===== config.mk =====
export PLATFORM = sky130hd
export DESIGN_NAME = pldc_top
export DESIGN_NICKNAME = d
export VERILOG_FILES = /design/src/design/pldc_pkg.sv /design/src/design/pldc_tile.sv /design/src/design/pldc_top.sv
export SDC_FILE = /design/constraint.sdc
export NUM_CORES = 2
export LEC_CHECK = 0
export ABC_CLOCK_PERIOD_IN_PS = 11250
export BUFFER_PORTS_ARGS = -buffer_cell sky130_fd_sc_hd__buf_4
export CAP_MARGIN = 5
export CORE_MARGIN = 1
export CORE_UTILIZATION = 60
export CTS_CLUSTER_DIAMETER = 150
export DETAILED_ROUTE_END_ITERATION = 10
export GPL_ROUTABILITY_DRIVEN = 0
export GPL_TIMING_DRIVEN = 0
export HOLD_SLACK_MARGIN = 0.05
export MAX_ROUTING_LAYER = met4
export PLACE_DENSITY = 0.87
export SYNTH_ARGS = -nofsm -noshare
export SYNTH_HDL_FRONTEND = slang
export SYNTH_SLANG_ARGS = --single-unit

===== constraint.sdc =====
create_clock -name ref_clk -period 11.25 [get_ports ref_clk]
set_clock_uncertainty 0.15 [all_clocks]
set_input_delay 1.125 -clock ref_clk [delete_from_list [all_inputs] [get_ports ref_clk]]
set_output_delay 1.125 -clock ref_clk [all_outputs]
set_load 0.02 [all_outputs]

===== src/design/pldc_pkg.sv =====
// Shared constants and types of the power load demo controller
package pldc_pkg;

    localparam int unsigned CLK_MHZ         = 10;
    localparam int unsigned CLK_PERIOD_NS   = 100;
    localparam int unsigned DEBOUNCE_US     = 10000;
    localparam logic [19:0] DEBOUNCE_CYC    = 20'(DEBOUNCE_US * CLK_MHZ);

    localparam int unsigned TILE_COUNT      = 20;
    localparam int unsigned TILE_PINS       = 8;
    localparam int unsigned PIN_COUNT       = TILE_COUNT * TILE_PINS;
    localparam logic [4:0]  RES_LAST        = 5'h13;
    localparam logic [4:0]  RES_RESET       = 5'h00;
    localparam logic [1:0]  PHASE_MOD       = 2'h3;

    localparam logic [3:0]  ADDR_STATUS     = 4'h0;
    localparam logic [3:0]  ADDR_CTRL       = 4'h4;
    localparam int unsigned STAT_FREQ_LSB   = 0;
    localparam int unsigned STAT_RES_LSB    = 2;
    localparam int unsigned STAT_OUTEN_BIT  = 7;
    localparam int unsigned CTRL_FREQ_BIT   = 0;
    localparam int unsigned CTRL_RES_BIT    = 1;
    localparam int unsigned CTRL_TOG_BIT    = 2;
    localparam int unsigned CTRL_RST_BIT    = 3;

    localparam int unsigned BTN_RESET       = 0;
    localparam int unsigned BTN_FREQ        = 1;
    localparam int unsigned BTN_RES         = 2;
    localparam int unsigned BTN_TOGGLE      = 3;

    localparam logic [7:0]  LFSR_RESET      = 8'h01;
    localparam logic [7:0]  LFSR_TAPS       = 8'hB8;

    typedef enum logic [3:0] {
        PLDC_F_STOP = 4'h1,
        PLDC_F_33   = 4'h2,
        PLDC_F_67   = 4'h4,
        PLDC_F_100  = 4'h8
    } pldc_freq_t;

    function automatic logic [1:0] freq_code(input pldc_freq_t f);
        case (f)
            PLDC_F_33:  freq_code = 2'h1;
            PLDC_F_67:  freq_code = 2'h2;
            PLDC_F_100: freq_code = 2'h3;
            default:    freq_code = 2'h0;
        endcase
    endfunction : freq_code

endpackage : pldc_pkg


===== src/design/pldc_tile.sv =====
// One load tile: ROM with registered read, multiplier, shifter, eight pins
`timescale 1ns/10ps
module pldc_tile
    import pldc_pkg::*;
#(
    parameter logic [7:0] SEED = 8'h5A
) (
    input  wire logic        ref_clk,
    input  wire logic        rst_b,
    input  wire logic        active,
    input  wire logic        out_en,
    input  wire logic        tick,
    output logic [7:0]       pins_r,
    output logic [15:0]      product_r
);

    logic [7:0] lfsr_r;
    logic [7:0] rom_data_r;

    // Scrambled constant table, a different fill per tile
    function automatic logic [7:0] rom_word(input logic [3:0] a);
        logic [7:0] x;
        x = {a, ~a} ^ SEED;
        rom_word = {x[2:0], x[7:3]} ^ 8'h9D ^ {4'h0, a};
    endfunction : rom_word

    always_ff @(posedge ref_clk) begin
        if (!rst_b) begin
            lfsr_r <= LFSR_RESET ^ SEED;
        end else begin
            lfsr_r <= lfsr_r[0] ? ((lfsr_r >> 1) ^ LFSR_TAPS) : (lfsr_r >> 1);
        end
    end

    always_ff @(posedge ref_clk) begin
        if (!rst_b) begin
            rom_data_r <= 8'h00;
            product_r  <= 16'h0000;
        end else begin
            rom_data_r <= rom_word(lfsr_r[3:0]);
            product_r  <= 16'(rom_data_r) * 16'(lfsr_r);
        end
    end

    always_ff @(posedge ref_clk) begin
        if (!rst_b) begin
            pins_r <= 8'h00;
        end else if (!active || !out_en) begin
            pins_r <= 8'h00;
        end else if (tick) begin
            pins_r <= ~pins_r;
        end
    end

    shift_every_a: assert property (@(posedge ref_clk) disable iff (!rst_b)
        $past(rst_b) |-> lfsr_r != $past(lfsr_r))
        else $error("shift register held its value");

endmodule : pldc_tile


===== src/design/pldc_top.sv =====
// Power load demo controller: buttons, states, LEDs, bus slave, load tiles
`timescale 1ns/10ps

// Overview of operation
// Every operating rate is derived from the single reference clock input.
// The reset button returns the demo to stopped, lowest resource state, outputs off.
// Each frequency-step press moves to the next higher frequency state.
// The frequency state shows on two LEDs as 00 stop, 01 33, 10 67, 11 100 MHz; the code strobes at 1/3, 2/3 and 1 of the 10 MHz clock instead.
// Each utilisation-step press moves to the next higher resource state.
// The resource state shows on five LEDs as codes 0 to 19 for 5 to 100 percent.
// Each resource step adds eight driven pins, from 8 up to 160.
// Active pins toggle at the rate chosen by the frequency state.
// Pins only start toggling after an output-toggle press and stay idle otherwise.
// Each tile holds logic, a filled ROM, a multiplier and a shifter moving every cycle.
// While outputs are enabled an indicator LED is lit.
// A second output-toggle press disables the outputs and darkens the indicator.
// The design holds twenty tiles of eight pins each.
// Active-low buttons are synchronised, debounced and act once per press.
// Stepping past the top frequency or resource state wraps to the lowest.
module pldc_top
    import pldc_pkg::*;
#(
    parameter logic [19:0] DEBOUNCE_CYCLES = DEBOUNCE_CYC
) (
    input  wire logic                 ref_clk,
    input  wire logic                 rst_b,
    input  wire logic                 push_button_zero_b,
    input  wire logic                 push_button_one_b,
    input  wire logic                 push_button_two_b,
    input  wire logic                 push_button_three_b,
    input  wire logic [3:0]           address,
    input  wire logic                 read,
    input  wire logic                 write,
    input  wire logic [3:0]           byteenable,
    input  wire logic [31:0]          writedata,
    output logic [31:0]               readdata,
    output logic                      waitrequest,
    output logic [1:0]                led_freq_r,
    output logic [4:0]                led_res_r,
    output logic                      led_out_en_r,
    output logic                      load_sink_r,
    output logic [PIN_COUNT-1:0]      load_pins
);

    logic [3:0]            btn_raw;
    logic [3:0]            sync1_r;
    logic [3:0]            sync2_r;
    logic [3:0]            stable_r;
    logic [3:0]            press_r;
    logic [19:0]           db_cnt_r [4];

    pldc_freq_t            freq_r;
    pldc_freq_t            freq_nxt;
    logic [4:0]            res_r;
    logic                  out_en_r;
    logic [1:0]            phase_r;
    logic [2:0]            phase_sum;
    logic                  tick_r;

    logic                  waitreq_r;
    logic [31:0]           rdata_r;
    logic                  bus_req;
    logic                  wr_acc;
    logic                  do_freq;
    logic                  do_res;
    logic                  do_tog;
    logic                  do_rst;

    logic [15:0]           product [TILE_COUNT];
    logic [TILE_COUNT-1:0] prod_par;

    assign btn_raw = {push_button_three_b, push_button_two_b,
                      push_button_one_b, push_button_zero_b};

    // Two-stage synchroniser for the pin inputs
    always_ff @(posedge ref_clk) begin
        if (!rst_b) begin
            sync1_r <= 4'hF;
            sync2_r <= 4'hF;
        end else begin
            sync1_r <= btn_raw;
            sync2_r <= sync1_r;
        end
    end

    // Debounce: a level must differ from the accepted one for the full count
    always_ff @(posedge ref_clk) begin
        if (!rst_b) begin
            stable_r <= 4'hF;
            press_r  <= 4'h0;
            for (int i = 0; i < 4; i++) begin
                db_cnt_r[i] <= 20'h00000;
            end
        end else begin
            for (int i = 0; i < 4; i++) begin
                press_r[i] <= 1'b0;
                if (sync2_r[i] == stable_r[i]) begin
                    db_cnt_r[i] <= 20'h00000;
                end else if (db_cnt_r[i] >= DEBOUNCE_CYCLES - 20'h00001) begin
                    db_cnt_r[i] <= 20'h00000;
                    stable_r[i] <= sync2_r[i];
                    press_r[i]  <= stable_r[i];
                end else begin
                    db_cnt_r[i] <= db_cnt_r[i] + 20'h00001;
                end
            end
        end
    end

    // Bus requests and button presses share one command path
    assign bus_req = read || write;
    assign wr_acc  = write && !waitreq_r && (address == ADDR_CTRL) && byteenable[0];
    assign do_rst  = press_r[BTN_RESET] || (wr_acc && writedata[CTRL_RST_BIT]);
    assign do_freq = press_r[BTN_FREQ] || (wr_acc && writedata[CTRL_FREQ_BIT]);
    assign do_res  = press_r[BTN_RES] || (wr_acc && writedata[CTRL_RES_BIT]);
    assign do_tog  = press_r[BTN_TOGGLE] || (wr_acc && writedata[CTRL_TOG_BIT]);

    always_comb begin
        case (freq_r)
            PLDC_F_STOP: freq_nxt = PLDC_F_33;
            PLDC_F_33:   freq_nxt = PLDC_F_67;
            PLDC_F_67:   freq_nxt = PLDC_F_100;
            PLDC_F_100:  freq_nxt = PLDC_F_STOP;
            default:     freq_nxt = PLDC_F_STOP;
        endcase
    end

    always_ff @(posedge ref_clk) begin
        if (!rst_b || do_rst) begin
            freq_r <= PLDC_F_STOP;
        end else if (do_freq) begin
            freq_r <= freq_nxt;
        end
    end

    always_ff @(posedge ref_clk) begin
        if (!rst_b || do_rst) begin
            res_r <= RES_RESET;
        end else if (do_res) begin
            res_r <= (res_r == RES_LAST) ? RES_RESET : res_r + 5'h01;
        end
    end

    always_ff @(posedge ref_clk) begin
        if (!rst_b || do_rst) begin
            out_en_r <= 1'b0;
        end else if (do_tog) begin
            out_en_r <= !out_en_r;
        end
    end

    // Rate strobe: adds the frequency code modulo three, giving 0, 1/3, 2/3, 1
    assign phase_sum = {1'b0, phase_r} + {1'b0, freq_code(freq_r)};

    always_ff @(posedge ref_clk) begin
        if (!rst_b) begin
            phase_r <= 2'h0;
            tick_r  <= 1'b0;
        end else if (phase_sum >= {1'b0, PHASE_MOD}) begin
            phase_r <= 2'(phase_sum - {1'b0, PHASE_MOD});
            tick_r  <= 1'b1;
        end else begin
            phase_r <= phase_sum[1:0];
            tick_r  <= 1'b0;
        end
    end

    always_ff @(posedge ref_clk) begin
        if (!rst_b) begin
            led_freq_r   <= 2'h0;
            led_res_r    <= RES_RESET;
            led_out_en_r <= 1'b0;
        end else begin
            led_freq_r   <= freq_code(freq_r);
            led_res_r    <= res_r;
            led_out_en_r <= out_en_r;
        end
    end

    // Slave answers one cycle after a request appears, then rearms
    always_ff @(posedge ref_clk) begin
        if (!rst_b) begin
            waitreq_r <= 1'b1;
            rdata_r   <= 32'h00000000;
        end else begin
            waitreq_r <= !(bus_req && waitreq_r);
            if (read && waitreq_r) begin
                if (address == ADDR_STATUS) begin
                    rdata_r <= 32'h00000000;
                    rdata_r[STAT_FREQ_LSB +: 2] <= freq_code(freq_r);
                    rdata_r[STAT_RES_LSB +: 5]  <= res_r;
                    rdata_r[STAT_OUTEN_BIT]     <= out_en_r;
                end else begin
                    rdata_r <= 32'h00000000;
                end
            end
        end
    end

    assign readdata    = rdata_r;
    assign waitrequest = waitreq_r;

    // Twenty tiles; tile i drives pins while the resource code is at least i
    for (genvar g = 0; g < TILE_COUNT; g++) begin : g_tile
        pldc_tile #(
            .SEED      (8'(g * 37 + 11))
        ) u_tile (
            .ref_clk   (ref_clk),
            .rst_b     (rst_b),
            .active    (res_r >= 5'(g)),
            .out_en    (out_en_r),
            .tick      (tick_r),
            .pins_r    (load_pins[g*TILE_PINS +: TILE_PINS]),
            .product_r (product[g])
        );
        assign prod_par[g] = ^product[g];
    end

    always_ff @(posedge ref_clk) begin
        if (!rst_b) begin
            load_sink_r <= 1'b0;
        end else begin
            load_sink_r <= ^prod_par;
        end
    end

    freq_step_a: assert property (@(posedge ref_clk) disable iff (!rst_b)
        (do_freq && !do_rst && freq_r != PLDC_F_100)
        |=> freq_code(freq_r) == 2'($past(freq_code(freq_r)) + 2'h1))
        else $error("frequency step did not advance by one");

    freq_wrap_a: assert property (@(posedge ref_clk) disable iff (!rst_b)
        (do_freq && !do_rst && freq_r == PLDC_F_100) |=> freq_r == PLDC_F_STOP)
        else $error("frequency did not wrap to stop");

    res_step_a: assert property (@(posedge ref_clk) disable iff (!rst_b)
        (do_res && !do_rst && res_r != RES_LAST) |=> res_r == $past(res_r) + 5'h01)
        else $error("resource step did not advance by one");

    res_wrap_a: assert property (@(posedge ref_clk) disable iff (!rst_b)
        (do_res && !do_rst && res_r == RES_LAST) |=> res_r == RES_RESET)
        else $error("resource state did not wrap");

    res_range_a: assert property (@(posedge ref_clk) disable iff (!rst_b)
        res_r <= RES_LAST)
        else $error("resource code out of range");

    soft_reset_a: assert property (@(posedge ref_clk) disable iff (!rst_b)
        do_rst |=> (freq_r == PLDC_F_STOP && res_r == RES_RESET && !out_en_r)
                   ##1 (led_freq_r == 2'h0 && led_res_r == RES_RESET && !led_out_en_r))
        else $error("reset press did not restore initial state");

    out_toggle_a: assert property (@(posedge ref_clk) disable iff (!rst_b)
        (do_tog && !do_rst) |=> out_en_r != $past(out_en_r) ##1 led_out_en_r == out_en_r)
        else $error("output enable did not toggle");

    pins_idle_a: assert property (@(posedge ref_clk) disable iff (!rst_b)
        (!out_en_r && $past(!out_en_r)) |-> load_pins == '0)
        else $error("pins active while outputs disabled");

    pin_count_a: assert property (@(posedge ref_clk) disable iff (!rst_b)
        $stable(res_r) && $past(rst_b)
        |-> (load_pins >> (TILE_PINS * (32'(res_r) + 1))) == '0)
        else $error("pins above the resource count are driven");

    tick_full_a: assert property (@(posedge ref_clk) disable iff (!rst_b)
        (freq_r == PLDC_F_100) [*2] |-> tick_r)
        else $error("full rate strobe missed a cycle");

    tick_stop_a: assert property (@(posedge ref_clk) disable iff (!rst_b)
        (freq_r == PLDC_F_STOP) [*2] |-> !tick_r)
        else $error("strobe active while stopped");

    press_once_a: assert property (@(posedge ref_clk) disable iff (!rst_b)
        press_r[BTN_FREQ] |=> !press_r[BTN_FREQ])
        else $error("button press lasted more than one cycle");

    bus_answer_a: assert property (@(posedge ref_clk) disable iff (!rst_b)
        (bus_req && waitreq_r) |=> !waitreq_r ##1 waitreq_r)
        else $error("bus answer not one cycle after request");

    // Indicator, strobe and pin checks
    led_track_a: assert property (@(posedge ref_clk) disable iff (!rst_b)
        $past(rst_b) |-> led_freq_r == $past(freq_code(freq_r))
            && led_res_r == $past(res_r) && led_out_en_r == $past(out_en_r))
        else $error("indicator LEDs do not follow the states");

    tick_third_a: assert property (@(posedge ref_clk) disable iff (!rst_b)
        (freq_r == PLDC_F_33) [*3] |-> !(tick_r && $past(tick_r)))
        else $error("low rate strobe fired twice in a row");

    tick_two_a: assert property (@(posedge ref_clk) disable iff (!rst_b)
        (freq_r == PLDC_F_67) [*3] |-> (tick_r || $past(tick_r)))
        else $error("middle rate strobe missed two cycles");

    pins_first_a: assert property (@(posedge ref_clk) disable iff (!rst_b)
        (tick_r && out_en_r)
        |=> load_pins[TILE_PINS-1:0] == ~$past(load_pins[TILE_PINS-1:0]))
        else $error("first tile pins did not toggle on the strobe");

    pins_last_a: assert property (@(posedge ref_clk) disable iff (!rst_b)
        (tick_r && out_en_r && res_r == RES_LAST)
        |=> load_pins[PIN_COUNT-1 -: TILE_PINS] == ~$past(load_pins[PIN_COUNT-1 -: TILE_PINS]))
        else $error("last tile pins did not toggle at full resources");

    // Button, bus and state hold checks
    press_level_a: assert property (@(posedge ref_clk) disable iff (!rst_b)
        (press_r & stable_r) == 4'h0)
        else $error("press pulse without a pressed level");

    db_limit_a: assert property (@(posedge ref_clk) disable iff (!rst_b)
        db_cnt_r[BTN_FREQ] < DEBOUNCE_CYCLES)
        else $error("debounce counter ran past its limit");

    res_hold_a: assert property (@(posedge ref_clk) disable iff (!rst_b)
        (!do_res && !do_rst) |=> $stable(res_r))
        else $error("resource state moved without a step");

    bus_read_a: assert property (@(posedge ref_clk) disable iff (!rst_b)
        (read && waitreq_r && address == ADDR_STATUS)
        |=> readdata[7:0] == {$past(out_en_r), $past(res_r), $past(freq_code(freq_r))})
        else $error("status read does not match the states");

    write_lane_a: assert property (@(posedge ref_clk) disable iff (!rst_b)
        (write && !waitreq_r && !byteenable[0] && press_r == 4'h0)
        |=> $stable(freq_r) && $stable(res_r) && $stable(out_en_r))
        else $error("write without byte lane changed a state");

    waitreq_idle_a: assert property (@(posedge ref_clk) disable iff (!rst_b)
        !bus_req |=> waitreq_r)
        else $error("wait request low without a request");

    // Scenario coverage
    res_wrap_c: cover property (@(posedge ref_clk) disable iff (!rst_b)
        do_res && res_r == RES_LAST);

    freq_top_c: cover property (@(posedge ref_clk) disable iff (!rst_b)
        freq_r == PLDC_F_100 && out_en_r && load_pins != '0);

    toggle_off_c: cover property (@(posedge ref_clk) disable iff (!rst_b)
        out_en_r ##1 !out_en_r);

    freq_wrap_c: cover property (@(posedge ref_clk) disable iff (!rst_b)
        do_freq && freq_r == PLDC_F_100);

    soft_reset_c: cover property (@(posedge ref_clk) disable iff (!rst_b)
        do_rst && out_en_r);

endmodule : pldc_top

==> metrics <==
status=finished clean; internal power=approximately 8.5 mW; global-route wire length before repair=about 270000 um; Comb pwr share=46.9%; Post-Place Cells=9328; Seq/Total Area, Yosys=26.89%; Buffers & Inverters on Critical Path=4; Hold Crit Class=reg2reg; Iteration-0 DRC Markers=3303; vias in the first global route=approximately 53000; Syn Area/Cell=9.468 um2; CP peak stage delay=0.55 ns; DIE AREA=119600 um2; routed len/inst=16.96 um; EDFF count, synth=80; clock group share of total power=around 25%; f_max=190.1 MHz; Vias=between 50000 and 60000; Flop pwr share=between 20% and 30%; Worst-path clk slew=0.06 ns; Yosys reg bits=913; number of max-cap violations=0; gr ovfl total=0; worst slack at placement=5.984 ns; Std-Cell Core Area=116700 um2; Num CTS Buffers=99; CP Cell Sequence=clkbuf_1, nand2_1, fa_1, fa_1, inv_1, fa_1, inv_1, fa_1, inv_1, ha_1, a21boi_1, o21ai_1, a21oi_1, o211ai_1, a21boi_1, o21ai_0, a21oi_1, a31o_1; Max-slew headroom=1.344%; drt total wl=161500 um; DP HPWL=121300 um; Root Buffer Master=clkbuf_16; total power=between 10 and 15 mW; die height=345.9 um; worst-path fanout max=10; CP arrival=5.75 ns; Period Utilization, post-route=between 40% and 50%; P_leak=38.06 nW; CP delay by family, top=adder cells; switching share of power=about two fifths; Starting Density=60.81%; pin count of the biggest net entering global routing=18; DRT Pass-1 Iters=6; Final #Nets=9446; final setup margin=5.989 ns; H-Tree Level Count=3; Port Buffers=193; # setup viols final=0; NetSw=5.430 mW; Yosys warnings=0; power density over the cells=roughly 180 nW/um2; # DRC=0; cell count after synthesis=roughly 7500; library cells used by synthesis=52; Synth Flop Type=dfxtp_1; worst path required time=11.74 ns; Worst IR Drop VDD=473.4 uV; critical path endpoint category=flop; Area growth, synth to finish=10.36%; CTS max path bufs=3; post-CTS setup buffers=0; initial antenna violation count=9; die span in x=345.9 um; CTS Sinks=913; CTS tree=built; antenna viol nets, final=0; Worst path slowest cell=fa_1; PostCTS Resize Cnt=0; # rows=125; fin cells=9519; share of cells above drive strength 1=5.019%; Slew Limit Fails=0; actual slew at the worst max-slew pin=1.480 ns; hold buffers post-CTS=0; CP Launch Type=flop; Final Hold Viols=0; Ports=250; aggregate global-route resource usage=28.24%; Async SR Flop Fraction=0%; Final TNS setup=0 ns; clock latency on the worst-skew pair=0.73 ns; Fin Hold WS=0.2621 ns; CP most frequent cell=fa_1; unrepaired setup endpoints after global routing=false; vias per cell=between 5 and 6; fin crit period=5.261 ns; Synth Cell Area=between 70000 and 80000 um2; Crit Path Category=reg2reg
[through the flow]
stage	instance area [um2]	util [%]
final	78300	67.11
after global routing	78290	67.10
after CTS	78280	67.09
after detailed placement	74780	64.09
after global placement	74740	64.05
after floorplan	71380	-
[cell usage in the layout, fill, tap and decap left out, types with 6 or more instances in the layout]
master / count
a21boi_1: 25
a21o_1: 103
a21oi_1: 174
a31o_1: 18
and2_1: 1081
and3_1: 47
buf_1: 18
buf_4: 217
bufinv_16: 9
clkbuf_1: 215
clkbuf_16: 99
clkbuf_8: 19
clkinv_16: 6
clkinv_2: 15
clkinvlp_4: 6
conb_1: 116
dfxtp_1: 833
diode_2: 6
edfxtp_1: 80
fa_1: 721
ha_1: 771
inv_1: 1111
nand2_1: 449
nand2b_1: 56
nand3_1: 32
nand4_1: 9
nor2_1: 609
nor2b_1: 42
nor3_1: 79
nor3b_1: 14
nor4_1: 8
o211ai_1: 22
o21a_1: 22
o21ai_0: 21
o21ai_1: 70
or3_1: 6
xnor2_1: 618
xor2_1: 185
[kinds of logic (layout without fill, tap and decap cells)]
kind of cell / Yosys count / in the layout / synth area share, %
flops: 913 / 913 / 26.89
simple gates: 2441 / 2441 / 17.64
mux: 5 / 5 / 0.07054
fa+ha+maj: 1492 / 1492 / 33.94
xor+xnor: 804 / 804 / 9.935
compound gates: 480 / 480 / 4.204
other cells: 2 / 122 / 0.01058
buf+inv: 1357 / 1738 / 7.308
[power by group through the flow]
stage	logic, mW	clock network [mW]	registers, mW
global route	7.11	3.62	4.01
finish	6.53	3.44	3.97
detailed placement	6.40	0	4.03
floorplan	4.93	0	3.93
CTS	6.49	3.48	3.97
global placement	6.19	0	4.01
[worst register-to-register path, delay by kind of cell, from the launching register on]
family                   cells  cell delay (ns)
adder cells (fa/ha/maj)      5             2.41
AO/OA/AOI/OAI                8             1.56
buffers and inverters        4             0.55
flip-flops                   1             0.39
AND/OR/NAND/NOR              1             0.17
[flip-flops by register name (all words and copies together) (netlist names)]
register,cells
g_tile.u_tile.product_r,320
g_tile.u_tile.pins_r,160
g_tile.u_tile.rom_data_r,155
g_tile.u_tile.lfsr_r,151
db_cnt_r,80
readdata,8
led_res_r,5
res_r,5
freq_r,4
press_r,4
stable_r,4
sync1_r,4
sync2_r,4
led_freq_r,2
phase_r,2
led_out_en_r,1
load_sink_r,1
out_en_r,1
tick_r,1
waitrequest,1
[area by class of cell]
type / count / area (um2)
buffer: 245 / 1015
sequential: 913 / 19080
multi-input combinational: 5338 / 47130
timing repair buffer: 197 / 1491
tap: 1524 / 1907
clock buffer: 135 / 2806
clock inverter: 49 / 689.4
fill: 8376 / 38370
antenna: 6 / 15.01
inverter: 1112 / 4174
[final timing paths]
check / start / to / slack, ns / cells past startpoint
max reg2reg: g_tile[16].u_tile.lfsr_r[2] / g_tile[16].u_tile.product_r[15] / 5.99 / 18
max: g_tile[16].u_tile.lfsr_r[2] / g_tile[16].u_tile.product_r[15] / 5.99 / 18
min reg2reg: sync1_r[1] / sync2_r[1] / 0.26 / 1
min: sync1_r[1] / sync2_r[1] / 0.26 / 1
[routing by layer]
| layer | up-vias | GRT usage (%) | wire length [um] |
|---|---|---|---|
| met5 | - | - | 0 |
| met4 | 0 | 13.74 | 8902 |
| met3 | 476 | 5.077 | 11090 |
| met2 | 1630 | 46.84 | 78020 |
| met1 | 24900 | 33.05 | 63460 |
| li1 | 23720 | - | - |
[cells in the mapped netlist, types with 4 or more instances]
| master | instances | area share, % |
|---|---|---|
| dfxtp_1 | 833 | 24 |
| nand3_1 | 32 | 0.23 |
| fa_1 | 721 | 20 |
| o21ai_1 | 70 | 0.49 |
| o21a_1 | 22 | 0.23 |
| nor3b_1 | 14 | 0.15 |
| buf_1 | 18 | 0.095 |
| a21oi_1 | 174 | 1.2 |
| nor4_1 | 9 | 0.079 |
| nor2_1 | 609 | 3.2 |
| clkbuf_1 | 202 | 1.1 |
| and2_1 | 1081 | 9.5 |
| a31o_1 | 18 | 0.22 |
| o211ai_1 | 22 | 0.23 |
| nand2_1 | 449 | 2.4 |
| xnor2_1 | 618 | 7.6 |
| o21ai_0 | 21 | 0.15 |
| a22o_1 | 4 | 0.049 |
| a21o_1 | 103 | 1.1 |
| o31ai_1 | 4 | 0.042 |
| ha_1 | 771 | 14 |
| nand4_1 | 9 | 0.079 |
| a31oi_1 | 5 | 0.044 |
| inv_1 | 1111 | 5.9 |
| or3_1 | 6 | 0.053 |
| nor2b_1 | 42 | 0.37 |
| a32o_1 | 4 | 0.056 |
| xor2_1 | 185 | 2.3 |
| buf_4 | 24 | 0.25 |
| a21boi_1 | 25 | 0.26 |
| edfxtp_1 | 80 | 3.4 |
| nor3_1 | 79 | 0.56 |
| nand2b_1 | 56 | 0.49 |
| mux2i_1 | 5 | 0.071 |
| and3_1 | 47 | 0.41 |
Note: power is estimated with default switching activity, not from simulation.
